File: src/logic/mac_move_defs.svh
// Constants for the multiply-accumulate-and-move datapath.
// Assumes inclusion by bare name from the package and the datapath module.
`ifndef MAC_MOVE_DEFS_SVH
`define MAC_MOVE_DEFS_SVH
// Register byte offsets on the APB bus
`define OFS_OPCODE     12'h000
`define OFS_POINTERS   12'h004
`define OFS_CONTROL    12'h008
`define OFS_SUM_LOW    12'h00c
`define OFS_SUM_GUARD  12'h010
`define OFS_FLAGS      12'h014
`define RAM_PAGE       4'h1
// Flag register bit positions
`define FLG_OVF        0
`define FLG_STK_SAT    1
`define FLG_GUARD      2
`define FLG_STK_OVF    3
`define FLG_CARRY      4
`define FLG_ZERO       5
`define FLG_NEG        6
`define FLG_BAD_OP     7
// Control register bit positions
`define CTL_SAT_EN     0
`define CTL_IDX_DEC    1
// Reset values
`define RST_SUM        40'h00_0000_0000
`define RST_FLAGS      8'h00
`define RST_CONTROL    2'h0
// Arithmetic constants
`define ROUND_CONST    40'h00_0000_8000
`define SAT_MAX        40'h7f_ffff_ffff
`define SAT_MIN        40'h80_0000_0000
// Third opcode byte of the move variants
`define OPC_U_ADD      8'h18
`define OPC_U_ADD_RND  8'h19
`define OPC_U_SUB      8'h28
`define OPC_US_ADD     8'h98
`define OPC_US_ADD_RND 8'h99
`define OPC_US_SUB     8'ha8
`endif

File: src/logic/mac_move_pkg.sv
// Types shared by the multiply-accumulate-and-move datapath.
// Assumes the defs header sits beside it on the include path.
`include "mac_move_defs.svh"
package mac_move_pkg;
  // Decoded instruction variant
  typedef struct packed {
    logic valid;  // Opcode is one of the move variants
    logic mixed;  // Second operand signed
    logic sub;    // Subtract product from the sum
    logic rnd;    // Round and clear the low word
  } mac_op_t;
endpackage

File: src/logic/mac_accumulate_and_move.sv
// Multiply-accumulate-and-move datapath behind an APB slave, with its own data RAM.
// Assumes an APB master on the same clock; every register runs on the rising edge.
//
// Functional notes
// - unsigned variants zero-extend the unsigned product
// - mixed variants: first unsigned, second signed
// - mixed product sign-extended to forty bits
// - additive variants add product into sum
// - subtractive variants subtract product from sum
// - rounding adds 8000h, clears low word
// - rounding acts on accumulated result
// - every variant copies indexed word in RAM
// - move happens in same instruction cycle
// - move destination is the updated index
// - additive overflow flag on forty-bit overflow
// - subtractive overflow flag on forty-bit underflow
// - sticky overflow set on overflow, else kept
// - sticky saturation set when clamped, else kept
// - guard flag set when guard bits used
// - carry flag on carry or borrow
// - zero flag when result equals zero
// - negative flag mirrors result top bit
//
// The implementer's own choices: register access over APB and the placing of the registers.
`timescale 1ns/1ps
`include "mac_move_defs.svh"

module mac_accumulate_and_move
  import mac_move_pkg::*;
#(
  parameter int RAM_WORDS = 16  // Depth of the dual port RAM in words
) (
  input  wire logic        clock,
  input  wire logic        rst,
  input  wire logic        psel,
  input  wire logic        penable,
  input  wire logic        pwrite,
  input  wire logic [11:0] paddr,
  input  wire logic [31:0] pwdata,
  output logic      [31:0] prdata,
  output logic             pready,
  output logic             pslverr
);

  localparam int AW = $clog2(RAM_WORDS);

  ////////////////////////////////////////////////////////////////////////////////
  // Helpers

  // Map a third opcode byte onto its variant; anything else is not valid
  function automatic mac_op_t decode_op(input logic [7:0] opc);
    mac_op_t d;
    d = '0;
    unique case (opc)
      `OPC_U_ADD:      d = '{1'b1, 1'b0, 1'b0, 1'b0};
      `OPC_U_ADD_RND:  d = '{1'b1, 1'b0, 1'b0, 1'b1};
      `OPC_U_SUB:      d = '{1'b1, 1'b0, 1'b1, 1'b0};
      `OPC_US_ADD:     d = '{1'b1, 1'b1, 1'b0, 1'b0};
      `OPC_US_ADD_RND: d = '{1'b1, 1'b1, 1'b0, 1'b1};
      `OPC_US_SUB:     d = '{1'b1, 1'b1, 1'b1, 1'b0};
      default:         d = '0;  // Unknown codes are refused
    endcase
    return d;
  endfunction

  // Guard bits in use when bits 39..31 are not all copies of the sign
  function automatic logic guard_used(input logic [39:0] v);
    return !((&v[39:31]) || !(|v[39:31]));
  endfunction

  ////////////////////////////////////////////////////////////////////////////////
  // State

  logic [15:0] ram [RAM_WORDS];  // Dual port RAM, one word per entry
  logic [39:0] sum_reg;          // mac_sum_register: guard byte over two words
  logic [7:0]  flags_reg;        // MAC flags
  logic [1:0]  control_reg;      // Saturation enable, index direction
  logic [7:0]  opcode_reg;       // Last third opcode byte issued
  logic [AW-1:0] index_pointer_reg;  // Index pointer into the RAM
  logic [AW-1:0] operand_ptr_reg;    // Second operand pointer
  logic        ack_reg;          // Second access cycle of a transfer
  logic [31:0] prdata_reg;       // Registered read data

  ////////////////////////////////////////////////////////////////////////////////
  // Bus decode

  wire access      = psel && penable;
  wire take        = access && ack_reg;  // Edge where the transfer completes
  wire wr_take     = take && pwrite;
  wire ram_hit     = (paddr[11:8] == `RAM_PAGE) && (paddr[1:0] == 2'h0)
                     && ({26'h0, paddr[7:2]} < 32'(RAM_WORDS));
  wire [AW-1:0] ram_addr = paddr[AW+1:2];
  wire hit_opcode  = (paddr == `OFS_OPCODE);
  wire hit_ptrs    = (paddr == `OFS_POINTERS);
  wire hit_ctrl    = (paddr == `OFS_CONTROL);
  wire hit_low     = (paddr == `OFS_SUM_LOW);
  wire hit_guard   = (paddr == `OFS_SUM_GUARD);
  wire hit_flags   = (paddr == `OFS_FLAGS);
  wire addr_hit    = ram_hit || hit_opcode || hit_ptrs || hit_ctrl
                     || hit_low || hit_guard || hit_flags;
  // Writing the opcode register issues one instruction
  wire     issue     = wr_take && hit_opcode;
  mac_op_t op;
  assign   op        = decode_op(pwdata[7:0]);
  wire     exec      = issue && op.valid;

  ////////////////////////////////////////////////////////////////////////////////
  // Arithmetic

  // Both operand reads happen in the issue cycle
  wire [15:0] op_a = ram[index_pointer_reg];
  wire [15:0] op_b = ram[operand_ptr_reg];
  wire signed [32:0] prod_mixed = $signed({1'b0, op_a}) * $signed(op_b);
  wire [31:0] prod_u = op_a * op_b;
  // Extension to forty bits: mixed sign-extends the signed product, unsigned zero-fills the guard byte
  wire [39:0] prod_ext = op.mixed ? {{8{prod_mixed[31]}}, prod_mixed[31:0]}
                                  : {8'h00, prod_u};
  wire [39:0] rnd_add  = op.rnd ? `ROUND_CONST : 40'h0;
  // Forty-one bits catch the carry or borrow; signed range excess is judged below
  wire [40:0] raw = op.sub ? ({1'b0, sum_reg} - {1'b0, prod_ext})
                           : ({1'b0, sum_reg} + {1'b0, prod_ext}
                              + {1'b0, rnd_add});
  wire [39:0] raw40 = raw[39:0];
  // Signed range excess from operand and result sign bits
  wire ovf = op.sub
             ? (sum_reg[39] != prod_ext[39]) && (raw40[39] != sum_reg[39])
             : (sum_reg[39] == prod_ext[39]) && (raw40[39] != sum_reg[39]);
  // Rounded results lose their low word
  wire [39:0] rounded = op.rnd ? {raw40[39:16], 16'h0000} : raw40;
  wire sat_en = control_reg[`CTL_SAT_EN];
  wire do_sat = sat_en && ovf;
  // Clamp toward the sign of the true result, the sign of the old sum
  wire [39:0] result = do_sat ? (sum_reg[39] ? `SAT_MIN : `SAT_MAX)
                              : rounded;

  // Flags that follow the result
  logic [7:0] flags_next;
  always_comb begin
    flags_next = flags_reg;
    // Software clears sticky bits by writing one; a set below wins
    if (wr_take && hit_flags) begin
      flags_next[`FLG_STK_SAT] = flags_reg[`FLG_STK_SAT] & ~pwdata[`FLG_STK_SAT];
      flags_next[`FLG_STK_OVF] = flags_reg[`FLG_STK_OVF] & ~pwdata[`FLG_STK_OVF];
      flags_next[`FLG_BAD_OP]  = flags_reg[`FLG_BAD_OP] & ~pwdata[`FLG_BAD_OP];
    end
    if (exec) begin
      flags_next[`FLG_OVF]   = ovf;
      flags_next[`FLG_GUARD] = guard_used(result);
      flags_next[`FLG_CARRY] = raw[40];
      flags_next[`FLG_ZERO]  = (result == 40'h0);
      flags_next[`FLG_NEG]   = result[39];
      if (ovf) begin
        flags_next[`FLG_STK_OVF] = 1'b1;
      end
      if (do_sat) begin
        flags_next[`FLG_STK_SAT] = 1'b1;
      end
    end
    if (issue && !op.valid) begin
      flags_next[`FLG_BAD_OP] = 1'b1;  // Refused opcode leaves the datapath alone
    end
  end

  ////////////////////////////////////////////////////////////////////////////////
  // Move step

  // Destination is the pointer after its update, one word up or down
  wire [AW-1:0] index_next = control_reg[`CTL_IDX_DEC]
                             ? AW'(index_pointer_reg - 1'b1)
                             : AW'(index_pointer_reg + 1'b1);

  // RAM: bus writes, or the move in the issue cycle; both never coincide
  always_ff @(posedge clock) begin
    if (exec) begin
      ram[index_next] <= op_a;
    end else if (wr_take && ram_hit) begin
      ram[ram_addr] <= pwdata[15:0];
    end
  end

  ////////////////////////////////////////////////////////////////////////////////
  // Registers

  // Accumulator, pointers and configuration
  always_ff @(posedge clock) begin
    if (rst) begin
      sum_reg           <= `RST_SUM;
      flags_reg         <= `RST_FLAGS;
      control_reg       <= `RST_CONTROL;
      opcode_reg        <= 8'h00;
      index_pointer_reg <= '0;
      operand_ptr_reg   <= '0;
    end else begin
      flags_reg <= flags_next;
      if (exec) begin
        sum_reg           <= result;
        index_pointer_reg <= index_next;
      end
      if (issue) begin
        opcode_reg <= pwdata[7:0];
      end
      if (wr_take && hit_low) begin
        sum_reg[31:0] <= pwdata;
      end
      if (wr_take && hit_guard) begin
        sum_reg[39:32] <= pwdata[7:0];
      end
      if (wr_take && hit_ctrl) begin
        control_reg <= pwdata[1:0];
      end
      if (wr_take && hit_ptrs) begin
        index_pointer_reg <= pwdata[AW-1:0];
        operand_ptr_reg   <= pwdata[AW+15:16];
      end
    end
  end

  // Read data mux for the first access cycle
  logic [31:0] rd_mux;
  always_comb begin
    rd_mux = 32'h0;
    if (ram_hit) begin
      rd_mux = {16'h0, ram[ram_addr]};
    end else if (hit_opcode) begin
      rd_mux = {24'h0, opcode_reg};
    end else if (hit_ptrs) begin
      rd_mux = {16'(operand_ptr_reg), 16'(index_pointer_reg)};
    end else if (hit_ctrl) begin
      rd_mux = {30'h0, control_reg};
    end else if (hit_low) begin
      rd_mux = sum_reg[31:0];
    end else if (hit_guard) begin
      rd_mux = {24'h0, sum_reg[39:32]};
    end else if (hit_flags) begin
      rd_mux = {24'h0, flags_reg};
    end
  end

  // One wait state: data is captured on the same edge that raises ready
  always_ff @(posedge clock) begin
    if (rst) begin
      ack_reg    <= 1'b0;
      prdata_reg <= 32'h0;
    end else begin
      ack_reg <= access && !ack_reg;
      if (access && !ack_reg) begin
        prdata_reg <= rd_mux;
      end
    end
  end

  assign prdata  = prdata_reg;
  assign pready  = ack_reg;
  assign pslverr = ack_reg && !addr_hit;

  ////////////////////////////////////////////////////////////////////////////////
  // Checks

  // Sign-extended references, so overflow is judged apart from the datapath's own test
  wire [40:0] chk_add = {sum_reg[39], sum_reg} + {prod_ext[39], prod_ext};
  wire [40:0] chk_sub = {sum_reg[39], sum_reg} - {prod_ext[39], prod_ext};

  property p_unsigned_add;
    @(posedge clock) disable iff (rst)
    exec && !op.mixed && !op.sub && !op.rnd && !sat_en
    |=> sum_reg == $past(sum_reg) + {8'h00, 32'($past(op_a)) * 32'($past(op_b))};
  endproperty
  a_unsigned_add: assert property (p_unsigned_add)
    else $error("unsigned add wrong");

  property p_mixed_sub;
    @(posedge clock) disable iff (rst)
    exec && op.mixed && op.sub && !sat_en
    |=> $signed(sum_reg) == $signed($past(sum_reg))
        - $signed({1'b0, $past(op_a)}) * $signed($past(op_b));
  endproperty
  a_mixed_sub: assert property (p_mixed_sub)
    else $error("mixed subtract wrong");

  property p_round_low;
    @(posedge clock) disable iff (rst)
    exec && op.rnd && !sat_en |=> sum_reg[15:0] == 16'h0000;
  endproperty
  a_round_low: assert property (p_round_low)
    else $error("round left low word");

  property p_move;
    @(posedge clock) disable iff (rst)
    exec |=> ram[index_pointer_reg] == $past(op_a)
             && index_pointer_reg == $past(index_next);
  endproperty
  a_move: assert property (p_move)
    else $error("move step wrong");

  property p_sticky_ovf;
    @(posedge clock) disable iff (rst)
    exec |=> flags_reg[`FLG_STK_OVF] == ($past(ovf) || $past(flags_reg[`FLG_STK_OVF]));
  endproperty
  a_sticky_ovf: assert property (p_sticky_ovf)
    else $error("sticky overflow lost");

  property p_sat_clamp;
    @(posedge clock) disable iff (rst)
    exec && sat_en && ovf
    |=> (sum_reg == `SAT_MAX || sum_reg == `SAT_MIN) && flags_reg[`FLG_STK_SAT];
  endproperty
  a_sat_clamp: assert property (p_sat_clamp)
    else $error("saturation not applied");

  property p_zero_neg;
    @(posedge clock) disable iff (rst)
    exec |=> flags_reg[`FLG_ZERO] == (sum_reg == 40'h0)
             && flags_reg[`FLG_NEG] == sum_reg[39];
  endproperty
  a_zero_neg: assert property (p_zero_neg)
    else $error("zero or negative flag wrong");

  property p_guard;
    @(posedge clock) disable iff (rst)
    exec |=> flags_reg[`FLG_GUARD] == (sum_reg[39:31] != 9'h000 && sum_reg[39:31] != 9'h1ff);
  endproperty
  a_guard: assert property (p_guard)
    else $error("guard flag wrong");

  property p_carry;
    @(posedge clock) disable iff (rst)
    exec && op.sub |=> flags_reg[`FLG_CARRY] == ($past(sum_reg) < $past(prod_ext));
  endproperty
  a_carry: assert property (p_carry)
    else $error("borrow flag wrong");

  property p_add_ovf;
    @(posedge clock) disable iff (rst)
    exec && !op.sub && !op.rnd
    |=> flags_reg[`FLG_OVF] == $past(chk_add[40] != chk_add[39]);
  endproperty
  a_add_ovf: assert property (p_add_ovf)
    else $error("add overflow flag wrong");

  property p_sub_ovf;
    @(posedge clock) disable iff (rst)
    exec && op.sub
    |=> flags_reg[`FLG_OVF] == $past(chk_sub[40] != chk_sub[39]);
  endproperty
  a_sub_ovf: assert property (p_sub_ovf)
    else $error("subtract overflow flag wrong");

  property p_bad_op;
    @(posedge clock) disable iff (rst)
    issue && !op.valid
    |=> sum_reg == $past(sum_reg) && flags_reg[`FLG_BAD_OP];
  endproperty
  a_bad_op: assert property (p_bad_op)
    else $error("refused opcode changed the sum");

  c_round:  cover property (@(posedge clock) disable iff (rst) exec && op.rnd);
  c_sat:    cover property (@(posedge clock) disable iff (rst) exec && do_sat);
  c_bad_op: cover property (@(posedge clock) disable iff (rst) issue && !op.valid);
  c_msub:   cover property (@(posedge clock) disable iff (rst) exec && op.mixed && op.sub);

endmodule

File: config.mk
export PLATFORM = sky130hd
export DESIGN_NAME = mac_accumulate_and_move
export DESIGN_NICKNAME = d
export VERILOG_FILES = /design/src/logic/mac_move_pkg.sv /design/src/logic/mac_accumulate_and_move.sv
export VERILOG_INCLUDE_DIRS = /design/src /design/src/logic
export SDC_FILE = /design/constraint.sdc
export NUM_CORES = 2
export LEC_CHECK = 0
export ABC_AREA = 1
export BUFFER_PORTS_ARGS = -buffer_cell sky130_fd_sc_hd__buf_2
export CORE_MARGIN = 4
export CORE_UTILIZATION = 56
export DETAILED_ROUTE_END_ITERATION = 8
export PLACE_DENSITY_LB_ADDON = 0.2
export RECOVER_POWER = 100
export SYNTH_ARGS = -nofsm -noshare
export SYNTH_HDL_FRONTEND = slang
export SYNTH_SLANG_ARGS = --single-unit
File: constraint.sdc
create_clock -name clock -period 15.8 [get_ports clock]
set_clock_uncertainty 0.15 [all_clocks]
set_input_delay 0.79 -clock clock [delete_from_list [all_inputs] [get_ports clock]]
set_output_delay 0.79 -clock clock [all_outputs]
set_load 0.1 [all_outputs]
==> flow_summary.ini <==
[status]
outcome = finished with violations
violations = DRC, capacitance limit, slew limit

[logic_synthesis]
syn_inst = 5306
ys_seq_area_share_pct = 24.9
synth_fp_nets = 5950
yosys-top-cells-area = edfxtp_1 (19%), fa_1 (15%), ha_1 (9.7%)
yosysWarnings = 0
ys_async_sr_fraction_pct = 0
synth-main-ff-cell = edfxtp_1
synth_edf_count = 256
synth_cell_types = 67
avgSynthCellArea_um2 = 7.43
synth.largest_area_cell = edfxtp_1
synth_area_mm2 = 0.0394
ys_ff_latch = 363
netlist.area_leader.share_pct = 19.5

[global_routing]
grt_max_degree = 257
grt_pass1_wl_mm = 215
antenna_found_initial = 4
track_usage_pct = 37.3
grt_pass1_vias = 36400
grt_overflow = 0

[die]
die_h_um = 273
ios = 83
core_mm2 = 0.0699
die_area_mm2 = 0.0747
rows = 97
die_x_um = 273
initial_core_util_pct = 56.4

[route]
ant_nets = 0
viasPerCell = 6.12
finalWirelength_mm = 142
drc = 2
drt-wirelength-per-cell_um = 22.8
dr.pass1.iters = 9
num_vias = 38100
dr.first_iter.drc_count = 5163

[final_layout]
area_growth_pct = 5.83
largest_reg_flops = 256
instances_no_fill = 6237
drive_gt1_share_pct = 4.23
finalNetCount = 5912
final.fill_count = 6630

[power]
p_per_area_mw_per_mm2 = 49.4
irDropWorstVdd_mv = 0.0899
power.leakage_nw = 20.0

[worst_setup_path]
path_max_fanout = 93
arrival_ns = 13.50
path_buf_inv = 9
cpPeakStageDelay_ns = 0.92
crit_slowest_cell = buf_4
worst_path_most_repeated_cell = inv_1
cp-end-kind = flop
crit_required_ns = 16.06
critPathKind = flop to flop
path_delay_family = adder cells
worst_setup_path_start_kind = flop

[min_path]
hp-class = flop to flop

[clock_tree]
clock_latency_ns = 0.60
cts_max_path_buffers = 3
cts_hold_buf = 0
cts-root-buf = clkbuf_16
clk_pin_slew_ns = 0.06
cts_buffers = 39
clock_sinks = 363
cts_tree = yes
htreeDepth = 2
cts_setup_buffers = 0
ctsResizeCount = 0

[timing]
finalSetupTns_ns = 0
report.final.slew_viol_count = 377
period_minus_slack_ns = 13.24
hold_viol_final = 0
rsz0062_at_grt = false
max_freq_mhz = 75.6
setup_viol = 0
slew_headroom_pct = -95.0
fin_crit_sh_pct = 83.8
tightest_slew_ns = 2.91

[placement]
gp_congestion = 1.04
numPortBuffers = 82
placed_cells = 6167
dp.final_hpwl_mm = 105

[run]
max_cap_violations = 20
==> tightest hold or removal path, cell delays in order (launching register included) <==
cell,delay [ns]
dfxtp_1,0.31
nand2_1,0.06
a21oi_1,0.05
==> power breakdown <==
group	internal, W	total, W	leakage [nW]	switching, W
logic	0.0000301	0.000121	17.0	0.0000910
clock network	0.000526	0.000935	0.618	0.000409
registers	0.00101	0.00101	2.29	0.000000892
total	0.00156	0.00206	20.0	0.000501
==> kinds of logic (layout without fill, tap and decap cells) <==
logic type	after synthesis	after routing	synth area share [%]
muxes	1	1	0.0254
and+or+nand+nor	1592	1592	16.8
DFF	363	363	24.9
buffers and inverters	1263	1253	12.2
other	0	1	0
AOI/OAI and AO/OA	1450	1450	20.8
xor gates and xnor gates	42	42	0.952
adders and majority gates	595	595	24.4
==> final timing paths <==
path                    from     endpoint  slack, ns  cells past startpoint
hold / removal    prdata[27]   prdata[27]       0.32                      2
hold reg to reg   prdata[27]   prdata[27]       0.32                      2
setup reg to reg        flop  sum_reg[39]       2.56                     48
setup / recovery        flop  sum_reg[39]       2.56                     48
==> cells in the mapped netlist (all sizes together), types with 5 or more instances <==
library cell / n
a21o: 9
a211oi: 10
buf: 36
a32oi: 9
nand2: 1000
a31oi: 48
or2: 24
a22oi: 63
a221oi: 14
o221ai: 57
o2111ai: 9
o21ai: 540
a21boi: 9
nor4: 15
edfxtp: 256
o211ai: 24
o22ai: 32
ha: 306
fa: 289
nand4: 17
clkbuf: 187
nand3b: 5
inv: 1037
a21oi: 564
o21a: 21
nand3: 190
dfxtp: 107
nor2: 307
xnor2: 26
xor2: 16
o21bai: 24
nor3: 30
==> cell type report <==
class                   count  area [um^2]  share of cell area (%)
diodes                      1         2.50                 0.00600
clock buffers              52         1050                    2.53
clock inverters            17          216                   0.519
inverters                1040         3900                    9.35
multi-input cells        3680        24800                    59.4
flip-flops and latches    363         9840                    23.6
well taps                 940         1180                    2.82
repair buffers            144          759                    1.82
==> through the flow <==
stage / setup slack [ns] / total power, W / hold WS [ns] / area [um^2] / util (%)
detailed placement: 3.55 / 0.00114 / 0.308 / 40800 / 58.3
floorplan: 6.21 / 0.00110 / 0.292 / 39400 / -
global placement: 3.53 / 0.00114 / 0.303 / 40800 / 58.3
finish: 2.56 / 0.00206 / 0.317 / 41700 / 59.7
CTS: 3.41 / 0.00206 / 0.318 / 42000 / 60.1
global route: 1.52 / 0.00211 / 0.336 / 41700 / 59.7
==> layer usage <==
layer  vias to the layer above  GRT usage [%]  share of wire [%]
met3                       429           7.78                 12
met5                         -              0              0.015
met2                      2417           57.5                 43
met4                         4           11.9                4.0
li1                      17400              -                  -
met1                     17900           52.9                 41
==> cell usage in the layout, fill, tap and decap left out, types with 9 or more instances in the layout <==
cell       Yosys  final
clkbuf_16      0     39
o21ai_0      511    515
a31oi_1       48     48
ha_1         306    306
o21a_1        20     21
o22ai_1       32     32
o21bai_1      24     24
o221ai_1      57     57
buf_2         16     47
nand4_1       16     16
fa_1         289    289
a21o_1         9      9
xor2_1        15     15
nor3_1        27     26
a21boi_0       9      9
clkbuf_1     187     71
o211ai_1      24     24
buf_4          1     34
or2_2         24     24
dfxtp_1      107    104
inv_2         17     10
xnor2_1       26     26
nor2_1       295    289
o2111ai_1      9      9
edfxtp_1     256    256
a21oi_1      560    560
a221oi_1      14     14
nand2_1      985    991
nor2_2         8     15
a22oi_1       63     63
a211oi_1      10     10
inv_1       1020   1026
a32oi_1        9      9
nor4_1        14     14
o21ai_1       27     20
nand3_1      184    186
(Power assumes the default switching activity.)
